<file path="src/hw/ifcap_regs.vh">
`ifndef IFCAP_REGS_VH
`define IFCAP_REGS_VH

// ****************************************
// Register offsets (byte addresses, one 32-bit word apart)
// ****************************************
`define IFCAP_ADDR_W 8
`define IFCAP_OFF_FLAG 8'h00
`define IFCAP_OFF_ROUTE 8'h04
`define IFCAP_OFF_EN 8'h08
`define IFCAP_OFF_CHSTAT 8'h0c
`define IFCAP_OFF_CHSET 8'h10
`define IFCAP_OFF_CHCLR 8'h14
`define IFCAP_OFF_ISTAT 8'h18
`define IFCAP_OFF_IMASK 8'h1c
`define IFCAP_OFF_PEND 8'h20

// ****************************************
// Reset values and field layout
// ****************************************
`define IFCAP_RST_ZERO 32'h0000_0000
`define IFCAP_IS_FAST 0
`define IFCAP_IS_NORM 1
`define IFCAP_IS_CHIP 2
`define IFCAP_IS_W 3

`endif

</file>
<file path="src/hw/ifcap_flag_bank.v">
`timescale 1ns/1ps
`default_nettype none
module ifcap_flag_bank #(
  parameter N = 8
) (
  // Clock and reset
  input wire sys_clk,
  input wire rst_n,
  // Sources and clear
  input wire [N-1:0] src_in,
  input wire [N-1:0] clr_in,
  // Flags
  output reg [N-1:0] flag_ff
);
  wire [N-1:0] nxt_flag;

  // Any high input sets; a held level keeps re-setting, set wins over clear
  assign nxt_flag = src_in | (flag_ff & ~clr_in);

  always @(posedge sys_clk) begin
    if (!rst_n) begin
      flag_ff <= {N{1'b0}};
    end else begin
      flag_ff <= nxt_flag;
    end
  end
endmodule
`default_nettype wire

</file>
<file path="src/hw/ifcap_chip_sig.v">
`timescale 1ns/1ps
`default_nettype none
module ifcap_chip_sig #(
  parameter M = 4
) (
  // Clock and reset
  input wire sys_clk,
  input wire rst_n,
  // Set from other processors or software, clear by write-one
  input wire [M-1:0] set_in,
  input wire [M-1:0] clr_in,
  // Status, which also is the level line to the controller
  output reg [M-1:0] status_ff
);
  wire [M-1:0] nxt_status;

  // A new signal in the clearing cycle is kept
  assign nxt_status = set_in | (status_ff & ~clr_in);

  always @(posedge sys_clk) begin
    if (!rst_n) begin
      status_ff <= {M{1'b0}};
    end else begin
      status_ff <= nxt_status;
    end
  end
endmodule
`default_nettype wire

</file>
<file path="src/hw/ifcap_top.v">
// Contract
// - Route active flags to fast or normal output
// - Every input is treated as a pulse
// - Chip-signal line is level while status set
// - Held level registers as repeated pulses
// - One flag per source, no count
// - Flag holds until software clears it
// - Clear during held level re-sets flag
// - Write-one to clear drops level line
`timescale 1ns/1ps
`default_nettype none
`include "ifcap_regs.vh"
module ifcap_top #(
  parameter NSYS = 8,
  parameter NCHIP = 4
) (
  // Clock and reset
  input wire sys_clk,
  input wire rst_n,
  // Plain system interrupt sources
  input wire [NSYS-1:0] sys_irq_in,
  // Chip-signal set requests from other processors
  input wire [NCHIP-1:0] chip_signal_set_in,
  // Register port
  input wire [`IFCAP_ADDR_W-1:0] reg_addr,
  input wire [31:0] reg_wdata,
  input wire reg_wr,
  input wire reg_rd,
  output reg [31:0] reg_rdata_ff,
  // Processor interrupt outputs
  output reg fast_irq_out_ff,
  output reg norm_irq_out_ff,
  // Block interrupt
  output reg blk_irq_ff
);
  // ****************************************
  // Sources and decode
  // ****************************************
  localparam NSRC = NSYS + NCHIP;

  function wr_hit;
    input [`IFCAP_ADDR_W-1:0] a;
    input [`IFCAP_ADDR_W-1:0] off;
    begin
      wr_hit = reg_wr && (a == off);
    end
  endfunction

  wire [NCHIP-1:0] chip_signal_status_reg;
  wire [NSRC-1:0] flags;
  wire [NSRC-1:0] src_all;
  wire [NSRC-1:0] flag_clr;
  wire [NCHIP-1:0] chip_sw_set;
  wire [NCHIP-1:0] chip_clr;
  reg [NSRC-1:0] route_ff;
  reg [NSRC-1:0] en_ff;
  reg [`IFCAP_IS_W-1:0] istat_ff;
  reg [`IFCAP_IS_W-1:0] imask_ff;
  reg [NSRC-1:0] flags_q_ff;
  reg [NCHIP-1:0] chst_q_ff;
  wire [NSRC-1:0] pend;
  wire [`IFCAP_IS_W-1:0] ev;
  reg [31:0] nxt_rdata;

  // Chip-signal status lines act as level interrupt inputs
  assign src_all = {chip_signal_status_reg, sys_irq_in};
  assign flag_clr = wr_hit(reg_addr, `IFCAP_OFF_FLAG) ? reg_wdata[NSRC-1:0] : {NSRC{1'b0}};
  assign chip_sw_set = wr_hit(reg_addr, `IFCAP_OFF_CHSET) ? reg_wdata[NCHIP-1:0] : {NCHIP{1'b0}};
  assign chip_clr = wr_hit(reg_addr, `IFCAP_OFF_CHCLR) ? reg_wdata[NCHIP-1:0] : {NCHIP{1'b0}};

  // ****************************************
  // Submodules
  // ****************************************
  ifcap_chip_sig #(.M(NCHIP)) u_chip (
    .sys_clk(sys_clk),
    .rst_n(rst_n),
    .set_in(chip_signal_set_in | chip_sw_set),
    .clr_in(chip_clr),
    .status_ff(chip_signal_status_reg)
  );

  ifcap_flag_bank #(.N(NSRC)) u_flags (
    .sys_clk(sys_clk),
    .rst_n(rst_n),
    .src_in(src_all),
    .clr_in(flag_clr),
    .flag_ff(flags)
  );

  // ****************************************
  // Routing and events
  // ****************************************
  assign pend = flags & en_ff;
  // New fast, new normal, new chip-signal status
  assign ev[`IFCAP_IS_FAST] = |(pend & route_ff & ~flags_q_ff);
  assign ev[`IFCAP_IS_NORM] = |(pend & ~route_ff & ~flags_q_ff);
  assign ev[`IFCAP_IS_CHIP] = |(chip_signal_status_reg & ~chst_q_ff);

  always @(posedge sys_clk) begin
    if (!rst_n) begin
      route_ff <= {NSRC{1'b0}};
      en_ff <= {NSRC{1'b0}};
      istat_ff <= {`IFCAP_IS_W{1'b0}};
      imask_ff <= {`IFCAP_IS_W{1'b0}};
      flags_q_ff <= {NSRC{1'b0}};
      chst_q_ff <= {NCHIP{1'b0}};
      fast_irq_out_ff <= 1'b0;
      norm_irq_out_ff <= 1'b0;
      blk_irq_ff <= 1'b0;
      reg_rdata_ff <= `IFCAP_RST_ZERO;
    end else begin
      if (wr_hit(reg_addr, `IFCAP_OFF_ROUTE)) begin
        route_ff <= reg_wdata[NSRC-1:0];
      end
      if (wr_hit(reg_addr, `IFCAP_OFF_EN)) begin
        en_ff <= reg_wdata[NSRC-1:0];
      end
      if (wr_hit(reg_addr, `IFCAP_OFF_IMASK)) begin
        imask_ff <= reg_wdata[`IFCAP_IS_W-1:0];
      end
      // Set wins over write-one clear
      if (wr_hit(reg_addr, `IFCAP_OFF_ISTAT)) begin
        istat_ff <= ev | (istat_ff & ~reg_wdata[`IFCAP_IS_W-1:0]);
      end else begin
        istat_ff <= ev | istat_ff;
      end
      flags_q_ff <= pend;
      chst_q_ff <= chip_signal_status_reg;
      fast_irq_out_ff <= |(pend & route_ff);
      norm_irq_out_ff <= |(pend & ~route_ff);
      blk_irq_ff <= |(istat_ff & imask_ff);
      reg_rdata_ff <= nxt_rdata;
    end
  end

  // ****************************************
  // Read mux
  // ****************************************
  always @* begin
    nxt_rdata = `IFCAP_RST_ZERO;
    if (reg_rd) begin
      case (reg_addr)
        `IFCAP_OFF_FLAG: nxt_rdata[NSRC-1:0] = flags;
        `IFCAP_OFF_ROUTE: nxt_rdata[NSRC-1:0] = route_ff;
        `IFCAP_OFF_EN: nxt_rdata[NSRC-1:0] = en_ff;
        `IFCAP_OFF_CHSTAT: nxt_rdata[NCHIP-1:0] = chip_signal_status_reg;
        `IFCAP_OFF_ISTAT: nxt_rdata[`IFCAP_IS_W-1:0] = istat_ff;
        `IFCAP_OFF_IMASK: nxt_rdata[`IFCAP_IS_W-1:0] = imask_ff;
        `IFCAP_OFF_PEND: nxt_rdata[NSRC-1:0] = pend;
        default: nxt_rdata = `IFCAP_RST_ZERO;
      endcase
    end
  end
endmodule
`default_nettype wire

</file>
<file path="config.mk">
export PLATFORM = sky130hd
export DESIGN_NAME = ifcap_top
export DESIGN_NICKNAME = d
export VERILOG_FILES = /design/src/hw/ifcap_flag_bank.v /design/src/hw/ifcap_chip_sig.v /design/src/hw/ifcap_top.v
export VERILOG_INCLUDE_DIRS = /design/src /design/src/hw
export SDC_FILE = /design/constraint.sdc
export NUM_CORES = 1
export LEC_CHECK = 0
export BUFFER_PORTS_ARGS = -buffer_cell sky130_fd_sc_hd__buf_2
export CORE_MARGIN = 3
export CORE_UTILIZATION = 49
export CTS_CLUSTER_DIAMETER = 100
export DETAILED_ROUTE_END_ITERATION = 12
export PLACE_DENSITY = 0.77
export SLEW_MARGIN = 20
export SYNTH_ARGS = -nofsm -noshare
export SYNTH_HDL_FRONTEND = slang
export SYNTH_HIERARCHICAL = 1
export SYNTH_SLANG_ARGS = --single-unit
</file>
<file path="constraint.sdc">
create_clock -name sys_clk -period 1.8 [get_ports sys_clk]
set_input_delay 0.36 -clock sys_clk [delete_from_list [all_inputs] [get_ports sys_clk]]
set_output_delay 0.36 -clock sys_clk [all_outputs]
set_load 0.02 [all_outputs]
</file>
Word-level counts from Yosys, hierarchy flattened
Cells that the tools add are included.
W data, S select, Z words.
{"block": "word_totals", "output_inout_bits": 35, "ramBits": 0, "mem_bits_ro": 0, "input_bits": 56, "latchBits": 0, "wordCells": 64, "ff_bits": 97, "mem_count": 0}
{"block": "classes", "add_sub_neg": 0, "bitwise_logic": 21, "magnitude_cmp": 0, "mux": 7, "div_mod_pow": 0, "n_mul": 0, "eq_ne": 8, "shifts": 0, "reduce_logical": 15}
{"op": "$and A12 B12 Y12", "count": 6}
{"op": "$reduce_or A12 Y1", "count": 4}
{"op": "$not A12 Y12", "count": 3}
{"op": "$eq A8 B5 Y1 const B", "count": 4}
{"op": "$pmux W8 S4", "count": 1}
{"op": "$pmux W3 S7", "count": 1}
{"op": "$eq A8 B4 Y1 const B", "count": 2}
{"op": "$mux W12", "count": 1}
{"op": "$or A12 B12 Y12", "count": 1}
{"op": "$and A4 B4 Y4", "count": 2}
{"op": "$eq A8 B3 Y1 const B", "count": 1}
{"op": "$eq A8 B6 Y1 const B", "count": 1}
{"op": "$logic_not A8 Y1", "count": 1}
{"op": "$mux W4", "count": 2}
{"op": "$not A4 Y4", "count": 2}
{"op": "$or A4 B4 Y4", "count": 2}
{"op": "$logic_and A1 B1 Y1", "count": 7}
{"op": "$and A3 B3 Y3", "count": 2}
{"op": "$or A3 B3 Y3", "count": 2}
{"op": "$pmux W1 S5", "count": 1}
{"op": "$reduce_or A4 Y1", "count": 1}
{"op": "$mux W3", "count": 1}
{"op": "$not A3 Y3", "count": 1}
{"op": "$reduce_or A3 Y1", "count": 1}
{"op": "$reduce_and A2 Y1", "count": 1}

Logic depth before layout (Yosys ltp)
Gate-level depths: netlist of run 1.
{"block": "logic_depth", "depth_word": 6, "depth_mapped": 7, "ltp_nobuf": 6}

Cells and area by module
The synthesis of run 1 kept the hierarchy.
{"module": "ifcap_top", "cells_per_inst": 370, "instances": 1, "area_each_um2": 3261.9, "seq_area_each_um2": 1221.2}
{"module": "ifcap_flag_bank", "cells_per_inst": 37, "instances": 1, "area_each_um2": 416.6, "seq_area_each_um2": 240.2}
{"module": "ifcap_chip_sig", "cells_per_inst": 12, "instances": 1, "area_each_um2": 165.2, "seq_area_each_um2": 80.1}

Worst setup path before layout of run 1
Ideal clock, no wire load.
{"block": "synth_path", "path_type": "in2reg", "start": "input reg_addr[2]", "end": "register u_flags.flag_ff[5]", "arrival_ns": 1.641, "setup_time_ns": 0.115, "setup_slack_ns": 0.045, "n_path_buf": 2, "t_required_ns": 1.685, "cell_stages": 7, "path_cell_list": "buf_2 or3_4 nor4b_4 clkbuf_2 and2_1 nor2b_1 o21a_1"}
{"block": "synth_between", "elab_chain_cells": 6}
{"item": "start: declaration", "line_no": "ifcap_top.v:25", "text": "input wire [`IFCAP_ADDR_W-1:0] reg_addr,"}
{"item": "$logic_not A8 Y1", "line_no": "ifcap_top.v:45", "text": "wr_hit = reg_wr && (a == off);"}
{"item": "$logic_and A1 B1 Y1", "line_no": "ifcap_top.v:45"}
{"item": "$mux W12", "line_no": "ifcap_top.v:67", "text": "assign flag_clr = wr_hit(reg_addr, `IFCAP_OFF_FLAG) ? reg_wdata[NSRC-1:0] : {NSRC{1'b0}};"}
{"item": "named net flag_clr[5]", "line_no": "ifcap_top.v:52", "text": "wire [NSRC-1:0] flag_clr;"}
{"item": "$not A12 Y12", "line_no": "ifcap_flag_bank.v:18", "text": "assign nxt_flag = src_in | (flag_ff & ~clr_in);"}
{"item": "$and A12 B12 Y12", "line_no": "ifcap_flag_bank.v:18"}
{"item": "$or A12 B12 Y12", "line_no": "ifcap_flag_bank.v:18"}
{"item": "end signal: assignment", "line_no": "ifcap_flag_bank.v:22", "text": "flag_ff <= {N{1'b0}};"}
{"item": "end signal: assignment", "line_no": "ifcap_flag_bank.v:24", "text": "flag_ff <= nxt_flag;"}
{"item": "end: declaration", "line_no": "ifcap_flag_bank.v:13", "text": "output reg [N-1:0] flag_ff"}
The timed path passes the listed nets, and every way through them passes these cells.
A chain may end at the register's enable or synchronous reset.

Worst setup path in the final report of run 1
{"block": "layout_path", "start": "register en_ff[7]", "end": "register istat_ff[1]"}
{"block": "layout_between", "elab_chain_cells": 6, "elab_cells_between_ends": 7, "cone_classes": "mux: 1; bitwise: 5; reduce/logical: 1"}
{"item": "start: declaration", "line_no": "ifcap_top.v:56", "text": "reg [NSRC-1:0] en_ff;"}
{"item": "start signal: assignment", "line_no": "ifcap_top.v:102", "text": "en_ff <= {NSRC{1'b0}};"}
{"item": "start signal: assignment", "line_no": "ifcap_top.v:116", "text": "en_ff <= reg_wdata[NSRC-1:0];"}
{"item": "$and A12 B12 Y12 *", "line_no": "ifcap_top.v:93", "text": "assign pend = flags & en_ff;"}
{"item": "$and A12 B12 Y12 * (2 in series)", "line_no": "ifcap_top.v:96", "text": "assign ev[`IFCAP_IS_NORM] = |(pend & ~route_ff & ~flags_q_ff);"}
{"item": "$reduce_or A12 Y1 *", "line_no": "ifcap_top.v:96"}
{"item": "$or A3 B3 Y3 (on tied branches)", "line_no": "ifcap_top.v:125, ifcap_top.v:123"}
{"item": "$mux W3 *", "line_no": "ifcap_top.v:122", "text": "if (wr_hit(reg_addr, `IFCAP_OFF_ISTAT)) begin"}
{"item": "end signal: assignment", "line_no": "ifcap_top.v:103", "text": "istat_ff <= {`IFCAP_IS_W{1'b0}};"}
{"item": "end signal: assignment", "line_no": "ifcap_top.v:123", "text": "istat_ff <= ev | (istat_ff & ~reg_wdata[`IFCAP_IS_W-1:0]);"}
{"item": "end signal: assignment", "line_no": "ifcap_top.v:125", "text": "istat_ff <= ev | istat_ff;"}
{"item": "end: declaration", "line_no": "ifcap_top.v:57", "text": "reg [`IFCAP_IS_W-1:0] istat_ff;"}
Mark *: on every way between the ends. The rest lies on a longest branch, timed or not.

==> qor.csv, run 1 <==
stage,metric,value,unit
worst_setup_path,worst-endpoint-arrival,1870,ps
worst_setup_path,worst-setup-path-type,reg -> reg,
worst_setup_path,required_time_of_the_worst_setup_path,2030,ps
drt,vias,3314,
layout,postLayoutCellArea,4493,sq um
drt,detail_route.wl_per_cell,16.49,um
min_path,hold_path.startpoint,sys_irq_in[0],
timing,clock_skew,8.646,ps
worst_setup_path,crit_path_max_fanout,5,
floorplanning,io_count,91,
clock_tree,htree_levels,3,
synth,synth_top_family_by_area,simple AND/OR/NAND/NOR gates,
clock_tree,cts_hold_buf,0,
clock_tree,worst_skew_pair.late_latency,350,ps
drt,wl,9779,um
synth,post_synth_fa_ha_maj_area_fraction,0,%
layout,diodes,0,
clock_tree,tritoncts.num_buffers,9,
floorplanning,floorplan.initialDensity,51.61,%
synth,mappedNetlistArea,3844,sq um
synth,synth_seq_cells,77,
clock_tree,worst_setup_hold_path_clk_slew,80,ps
synth,postSynthCellCount,419,
placement,port_buffers,50,
placement,gpl.final_weighted_congestion,0.9592,
placement,post-dp-hpwl,7217,um
worst_setup_path,end_of_the_worst_register_to_register_path,istat_ff[1],
timing,layout_min_cycle_time,1635,ps
layout,final_util,60.33,%
placement,placed_cells_incl_taps,577,
power_and_ir_drop,report.power.total,3.490,mW
timing,final-max-slew-violation-count,0,
timing,fmax,0.6116,GHz
layout,finalNetCount,545,
timing,hold_slack,215.2,ps
layout,layout-drive-gt1-share,21.05,%
worst_setup_path,reg2reg_slack,160,ps
floorplanning,die_height,94.57,um
floorplanning,die_area,8943,sq um
timing,setup-violations-final,0,
synth,synth_seq_area_share,40.10,%
power_and_ir_drop,power.static_leakage,1.860,nW
timing,setup_ws,165.0,ps
timing,worst_slew_pin_tran,623.7,ps
layout,final_cells,593,
clock_tree,cts-root-to-sink-buffers,2,
synth,synth_xor_area_share,0,%
min_path,min_delay_worst_endpoint,u_flags/flag_ff[0],
floorplanning,horizontal_extent_of_the_die,94.57,um
timing,relSlewSlack,57.89,%
synth,synth_edf_count,0,
worst_setup_path,critPathCaptureType,register,
synth,yosysUniqueCellTypes,51,
timing,grt_setup_unrepaired,false,
min_path,min_path_type,in -> reg,
min_path,worst_hold_path.num_cells,2,
drt,number_of_nets_still_failing_antenna_checks_after_routing,0,
worst_setup_path,reg2regPathDepth,4,
timing,period_share,90.83,%
grt,grt_pass1_vias,3199,
grt,initial_antenna_violation_count,0,
timing,final-hold-violation-count,0,
synth,yosys-mux-area-fraction,11.07,%
clock_tree,numClockSinks,77,
run,maxCapViolations,0,
placement,placement.setup.worst_slack,-16.82,ps
placement,detailed_place.area,4285,sq um
synth,synth_ff_type,dfxtp_1,
drt,drt_pre_antenna_iters,5,
power_and_ir_drop,powerDensity,776.8,nW/um^2
outcome,run_status,completed,
grt,global_route_wire_length_before_repair,16010,um
clock_tree,cts-root-buf,clkbuf_8,
synth,ys_async_sr_fraction,0,%
synth,synth-compound-area-share,15.27,%
power_and_ir_drop,power.ir.vdd_worst,0.5832,mV
clock_tree,cts_tree,done,
grt,grt_usage,23.41,%
timing,finalSetupTns,0,ps
clock_tree,cts_post_setup_buffers_inserted,0,
grt,largest_net_degree_at_the_start_of_global_routing,48,
grt,grt_remaining_overflow,0,
clock_tree,ctsResizeCount,0,
synth,yosysWarnings,6,
worst_setup_path,timing.critical_path.from_type,register,
floorplanning,num_rows,31,
drt,drt_iter0_drc,290,
drt,post_drt_via_cell_ratio,5.589,
floorplanning,placeableCoreArea,7447,sq um
synth,yosys.area_share.simple,25.23,%
drt,route.detailed.drc,0,
synth,avgSynthCellArea,9.173,sq um
layout,area_delta_synth_final,16.89,%
worst_setup_path,r2r-start,en_ff[7],
==> power breakdown <==
group / switching, mW / leakage, nW / internal, mW / total [mW]
logic: 0.183 / 1.13 / 0.137 / 0.320
registers: 0.0418 / 0.626 / 1.74 / 1.78
clock network: 0.611 / 0.101 / 0.781 / 1.39
==> logic make-up after synthesis <==
| family | count (synthesis) |
|---|---|
| and+or+nand+nor | 170 |
| AOI/OAI and AO/OA | 77 |
| DFF | 77 |
| buffers and inverters | 52 |
| muxes | 42 |
| other | 1 |
==> Yosys cell counts (all sizes together) (4+ instances only) <==
| cell type | number | share of area (%) |
|---|---|---|
| nand2 | 16 | 1.6 |
| buf | 30 | 6.1 |
| mux2 | 4 | 1.2 |
| a21oi | 5 | 0.65 |
| o2bb2ai | 5 | 1.1 |
| o21a | 17 | 3.3 |
| a32oi | 8 | 1.8 |
| and2 | 14 | 2.3 |
| dfxtp | 77 | 40 |
| nand3 | 15 | 2.0 |
| mux2i | 38 | 9.9 |
| nor2b | 19 | 3.9 |
| nand4b | 10 | 2.3 |
| a21o | 9 | 1.8 |
| clkbuf | 8 | 0.81 |
| o22ai | 9 | 1.5 |
| nor2 | 64 | 6.2 |
| or3 | 4 | 0.78 |
| inv | 14 | 1.4 |
| nor3 | 11 | 1.4 |
==> registers in the layout, summed over array words and instances (netlist names) <==
register and cells:
u_chip/status_ff 4, fast_irq_out_ff 1, route_ff 12, flags_q_ff 12
en_ff 12, reg_rdata_ff 12, imask_ff 3, blk_irq_ff 1
chst_q_ff 4, norm_irq_out_ff 1, istat_ff 3, u_flags/flag_ff 12
==> layout by cell type (no fill, tap or decap), types with 5 or more instances in the layout <==
master,instances
and2_1,14
mux2i_1,38
inv_1,14
nand4b_1,10
a21o_1,9
buf_2,50
buf_4,24
nand2_1,16
clkbuf_8,9
nor2_1,64
nor2b_1,15
a21oi_1,5
a32oi_1,8
o2bb2ai_1,5
nand3_1,15
nor3_1,11
o21a_1,17
conb_1,20
dfxtp_1,77
o22ai_1,9
==> worst max-delay path, stage by stage, from the launching register on <==
cell	delay, ps
dfxtp_1	340
nand2_1	150
nor3_1	80
or4_1	520
o41a_1	420
==> routing by layer <==
metal	up-vias	global-route usage (%)	wire length (um)
li1	1602	-	-
met1	1560	29.88	4134
met2	136	39.13	4715
met3	16	6.295	749
met4	0	6.250	180
met5	-	0	0
==> area by class of cell <==
type	count	area, sq um
flip-flops and latches	77	1541
fillers	660	2954
well taps	99	123.9
multi-input cells	309	2057
inverters	14	52.55
repair buffers	78	510.5
clock buffers	12	135.1
clock inverters	4	72.57
==> worst max path at each step <==
stage	start	endpoint	slack, ps	cells after the start
2_1_floorplan	reg_addr[2]	u_flags/flag_ff[5]	40	7
3_3_place_gp	reg_addr[5]	u_chip/status_ff[0]	8	7
3_5_place_dp	reg_addr[5]	u_chip/status_ff[1]	-20	7
4_1_cts	u_flags/flag_ff[7]	istat_ff[1]	180	4
5_1_grt	u_flags/flag_ff[7]	istat_ff[1]	110	4
6_report	en_ff[7]	istat_ff[1]	160	4
Power figures use the tool's default switching activity.
==> run 2: changes to the inputs <==
--- a/config.mk
+++ b/config.mk
@@ -7,11 +7,11 @@
 export NUM_CORES = 1
 export LEC_CHECK = 0
 export BUFFER_PORTS_ARGS = -buffer_cell sky130_fd_sc_hd__buf_2
-export CORE_MARGIN = 3
+export CORE_MARGIN = 2
 export CORE_UTILIZATION = 49
 export CTS_CLUSTER_DIAMETER = 100
 export DETAILED_ROUTE_END_ITERATION = 12
-export PLACE_DENSITY = 0.77
+export PLACE_DENSITY = 0.74
 export SLEW_MARGIN = 20
 export SYNTH_ARGS = -nofsm -noshare
 export SYNTH_HDL_FRONTEND = slang
==> qor.csv, run 2 (synthesis results as in run 1) <==
stage,metric,value,unit
outcome,run_status,completed,
layout,finalNetCount,550,
floorplanning,horizontal_extent_of_the_die,92.57,um
timing,clock_skew,16.46,ps
placement,gpl.final_weighted_congestion,0.9546,
grt,largest_net_degree_at_the_start_of_global_routing,48,
power_and_ir_drop,power.static_leakage,1.861,nW
floorplanning,die_height,92.57,um
clock_tree,ctsResizeCount,0,
clock_tree,cts_hold_buf,0,
drt,drt_pre_antenna_iters,5,
power_and_ir_drop,powerDensity,723.0,nW/um^2
drt,vias,3356,
grt,initial_antenna_violation_count,0,
timing,worst_slew_pin_tran,832.3,ps
floorplanning,num_rows,32,
worst_setup_path,crit_path_max_fanout,5,
drt,route.detailed.drc,0,
min_path,min_path_type,in -> reg,
power_and_ir_drop,power.ir.vdd_worst,0.4138,mV
clock_tree,worst_setup_hold_path_clk_slew,80,ps
clock_tree,numClockSinks,77,
worst_setup_path,worst-endpoint-arrival,1880,ps
worst_setup_path,timing.critical_path.from_type,register,
drt,drt_iter0_drc,184,
clock_tree,cts_tree,done,
timing,finalSetupTns,0,ps
timing,final-hold-violation-count,0,
placement,port_buffers,50,
layout,leading_cell_type_in_the_layout_fill_and_taps_excluded,dfxtp_1,
clock_tree,htree_levels,3,
floorplanning,io_count,91,
drt,wl,9966,um
timing,grt_setup_unrepaired,false,
timing,period_share,90.36,%
timing,final-max-slew-violation-count,0,
drt,post_drt_via_cell_ratio,5.584,
floorplanning,floorplan.initialDensity,50.26,%
timing,fmax,0.6148,GHz
layout,diodes,0,
power_and_ir_drop,report.power.total,3.221,mW
worst_setup_path,required_time_of_the_worst_setup_path,2050,ps
worst_setup_path,worstSetupStartpoint,u_flags/flag_ff[7],
timing,relSlewSlack,44.27,%
worst_setup_path,critPathCaptureType,register,
layout,most-common-layout-cells,"dfxtp_1 (77), nor2_1 (64), buf_2 (50), mux2i_1 (38), buf_4 (31)",
layout,layout-drive-gt1-share,21.44,%
clock_tree,cts-root-to-sink-buffers,2,
clock_tree,cts-root-buf,clkbuf_8,
run,maxCapViolations,0,
grt,grt_usage,23.98,%
grt,grt_pass1_vias,3093,
min_path,hold_path.startpoint,sys_irq_in[5],
floorplanning,placeableCoreArea,7647,sq um
worst_setup_path,worst-setup-path-type,reg -> reg,
worst_setup_path,r2r-start,u_flags/flag_ff[7],
timing,layout_min_cycle_time,1627,ps
grt,global_route_wire_length_before_repair,15800,um
clock_tree,cts_post_setup_buffers_inserted,0,
timing,setup-violations-final,0,
placement,post-dp-hpwl,7258,um
clock_tree,worst_skew_pair.late_latency,360,ps
drt,detail_route.wl_per_cell,16.58,um
grt,grt_remaining_overflow,0,
drt,number_of_nets_still_failing_antenna_checks_after_routing,0,
floorplanning,die_area,8568,sq um
layout,area_delta_synth_final,15.89,%
clock_tree,tritoncts.num_buffers,9,
-- run 2: per-layer routing --
layer	part of all wire (%)	wire, um	GRT usage (%)	vias up
met1	45	4529	32.28	1604
li1	-	-	-	1613
met3	5.2	516	5.533	15
met5	0	0	0	-
met4	1.4	142	7.960	0
met2	48	4778	37.96	124
-- run 2: path summary, 6_finish.rpt --
path	endpoint	cells past startpoint	slack (ps)
max	istat_ff[1]	4	170
min	u_flags/flag_ff[5]	2	200
max reg2reg	istat_ff[1]	4	170
min reg2reg	flags_q_ff[5]	2	530
-- run 2: through the flow --
| step | setup WS [ps] | hold slack, ps | instances | utilization (%) | instance area (sq um) |
|---|---|---|---|---|---|
| finish | 173.4 | 204.1 | 601 | 58.25 | 4454 |
| global route | 63.88 | 195.8 | 601 | 58.25 | 4454 |
| CTS | 177.1 | 198.6 | 601 | 58.25 | 4454 |
| detailed placement | -78.66 | 517.0 | 585 | 56.25 | 4302 |
| global placement | -57.43 | 509.9 | 585 | 56.25 | 4302 |
| floorplan | 44.83 | 457.0 | 438 | - | 3915 |
-- run 2: critical path: stages, from the launching register on --
cell	delay (ps)
dfxtp_1	340
nand2_1	160
nor3_1	70
or4_1	530
o41a_1	420
-- run 2: power breakdown --
part	internal (mW)	switching, mW	total (mW)
clock	0.500	0.615	1.11
combinational	0.142	0.187	0.328
sequential	1.74	0.0408	1.78
-- run 2: area by class of cell --
type                    count  area [sq um]
multi-input cells         309          2057
fillers                   708          3193
clock inverters             2         10.01
well taps                 102         127.6
clock buffers              14         142.6
repair buffers             83         523.0
flip-flops and latches     77          1541
inverters                  14         52.55
==> run 3: changes to the inputs <==
--- a/config.mk
+++ b/config.mk
@@ -11,6 +11,7 @@
 export CORE_UTILIZATION = 49
 export CTS_CLUSTER_DIAMETER = 100
 export DETAILED_ROUTE_END_ITERATION = 12
+export GPL_TIMING_DRIVEN = 0
 export PLACE_DENSITY = 0.74
 export SLEW_MARGIN = 20
 export SYNTH_ARGS = -nofsm -noshare
==> qor.csv, run 3 (synthesis results as in run 1) <==
stage,metric,value,unit
outcome,run_status,completed,
clock_tree,htree_levels,3,
clock_tree,worst_skew_pair.late_latency,350,ps
drt,post_drt_via_cell_ratio,5.507,
worst_setup_path,critical-path-top-cell-by-count,buf_2,
layout,layout-drive-gt1-share,21.47,%
power_and_ir_drop,power_switching_share,24.87,%
layout,fillCellCount,707,
clock_tree,numClockSinks,77,
worst_setup_path,timing.critical_path.cells,buf_2 -> buf_2 -> or3_4 -> nor4b_4 -> buf_4 -> and2_1 -> nor2b_1 -> o21a_1,
drt,vias,3332,
timing,setup-violations-final,0,
drt,drt_pre_antenna_iters,5,
floorplanning,die_area,8568,sq um
power_and_ir_drop,report.power.total,3.543,mW
worst_setup_path,worstSetupStartpoint,reg_addr[2],
timing,final-max-slew-violation-count,0,
timing,setup_ws,97.35,ps
power_and_ir_drop,power.ir.vdd_worst,0.4279,mV
drt,detail_route.wl_per_cell,16.91,um
power_and_ir_drop,powerDensity,786.3,nW/um^2
timing,period_share,94.59,%
placement,gpl.final_weighted_congestion,0.9405,
layout,leading_cell_type_in_the_layout_fill_and_taps_excluded,dfxtp_1,
power_and_ir_drop,part_of_the_power_in_registers,50.2,%
timing,clock_skew,7.634,ps
layout,multi_input_comb_area,2057,sq um
layout,final_cells,605,
worst_setup_path,worst-endpoint-arrival,1950,ps
timing,layout_min_cycle_time,1703,ps
min_path,min_path_type,in -> reg,
timing,final-hold-violation-count,0,
worst_setup_path,required_time_of_the_worst_setup_path,2050,ps
floorplanning,horizontal_extent_of_the_die,92.57,um
grt,grt_usage,24.72,%
drt,number_of_nets_still_failing_antenna_checks_after_routing,0,
worst_setup_path,critical_path_buf_inv_count,3,
grt,grt_remaining_overflow,0,
drt,wl,10230,um
grt,largest_net_degree_at_the_start_of_global_routing,14,
placement,placement.setup.worst_slack,-362.8,ps
layout,layout.area.seq,1541,sq um
floorplanning,die_height,92.57,um
power_and_ir_drop,p_switching,0.8811,mW
timing,worst_slew_pin_tran,887.8,ps
floorplanning,placeableCoreArea,7647,sq um
layout,final_util,58.92,%
power_and_ir_drop,combPwrFrac,9.5,%
placement,post-dp-hpwl,7597,um
placement,placed_cells_incl_taps,589,
placement,port_buffers,49,
layout,finalNetCount,554,
power_and_ir_drop,power.static_leakage,1.873,nW
clock_tree,tritoncts.num_buffers,9,
grt,grt_pass1_vias,3092,
min_path,hold_path.startpoint,sys_irq_in[3],
run,maxCapViolations,0,
layout,area_delta_synth_final,17.22,%
worst_setup_path,r2r-start,en_ff[7],
power_and_ir_drop,power_report.internal_total,2.661,mW
clock_tree,worst_setup_hold_path_clk_slew,80,ps
grt,initial_antenna_violation_count,0,
clock_tree,cts-root-to-sink-buffers,2,
timing,relSlewSlack,40.36,%
timing,fmax,0.5873,GHz
grt,global_route_wire_length_before_repair,16180,um
floorplanning,io_count,91,
timing,hold_slack,212.6,ps
worst_setup_path,timing.critical_path.slowest_stage_cell,or3_4,
timing,grt_setup_unrepaired,false,
worst_setup_path,crit_path_max_fanout,10,
clock_tree,cts-root-buf,clkbuf_8,
layout,most-common-layout-cells,"dfxtp_1 (77), nor2_1 (64), buf_2 (54), mux2i_1 (38), buf_4 (23)",
layout,diodes,0,
floorplanning,num_rows,32,
worst_setup_path,slowest_delay,440,ps
floorplanning,floorplan.initialDensity,50.26,%
worst_setup_path,timing.critical_path.from_type,input pin,
worst_setup_path,worst-setup-path-type,in -> reg,
worst_setup_path,critPathCaptureType,register,
power_and_ir_drop,clock_power_share,40.3,%
drt,drt_iter0_drc,298,
drt,route.detailed.drc,0,
worst_setup_path,crit_path_max_delay_family,simple AND/OR/NAND/NOR gates,
clock_tree,cts_tree,done,
[run 3: per-layer routing]
layer	wire length [um]	part of all wire [%]	vias up	track usage [%]
met1	4502	44	1584	34.03
met2	4912	48	116	39.90
met4	148	1.4	0	9.328
met5	0	0	-	0
met3	666	6.5	10	2.766
li1	-	-	1622	-
[run 3: worst reg2reg max path, stage by stage, from the launching register on]
cell	delay [ps]
dfxtp_1	350
nand2_1	160
nor3_1	70
or4_1	510
o41a_1	420
[run 3: what timing repair did]
action | 4_1_cts | 5_1_grt
hold buffers | 0 | 0
gates resized for setup | 0 | 3
hold endpoints to repair | 0 | 0
buffers inserted | 0 | 0
setup endpoints to repair | 0 | 10
[run 3: path summary, 6_finish.rpt]
path | endpoint | slack, ps | cells past startpoint
worst min-delay path | u_flags/flag_ff[3] | 210 | 2
worst min register to register | flags_q_ff[5] | 520 | 2
worst max-delay path | u_flags/flag_ff[1] | 100 | 8
worst max register to register | istat_ff[1] | 170 | 4
[run 3: per-stage QoR]
stage / instance area, sq um / setup TNS (ps)
floorplan: 3915 / 0
global placement: 4288 / -6575
detailed placement: 4288 / -7074
CTS: 4503 / 0
global route: 4506 / 0
finish: 4506 / 0
[run 3: final cells by class]
cell class,instances,share of cell area [%]
buffer,38,5.915
sequential,77,34.21
multi-input combinational,309,45.65
tap,102,2.833
clock inverter,6,1.944
inverter,14,1.166
timing repair buffer,49,5.443
clock buffer,10,2.833
[run 3: power groups by stage]
stage	Sequential, mW	Clock [mW]	Combinational (mW)
floorplan	1.80	0	0.228
global placement	1.82	0	0.329
detailed placement	1.82	0	0.334
CTS	1.78	1.44	0.335
global route	1.78	1.51	0.367
finish	1.78	1.43	0.337
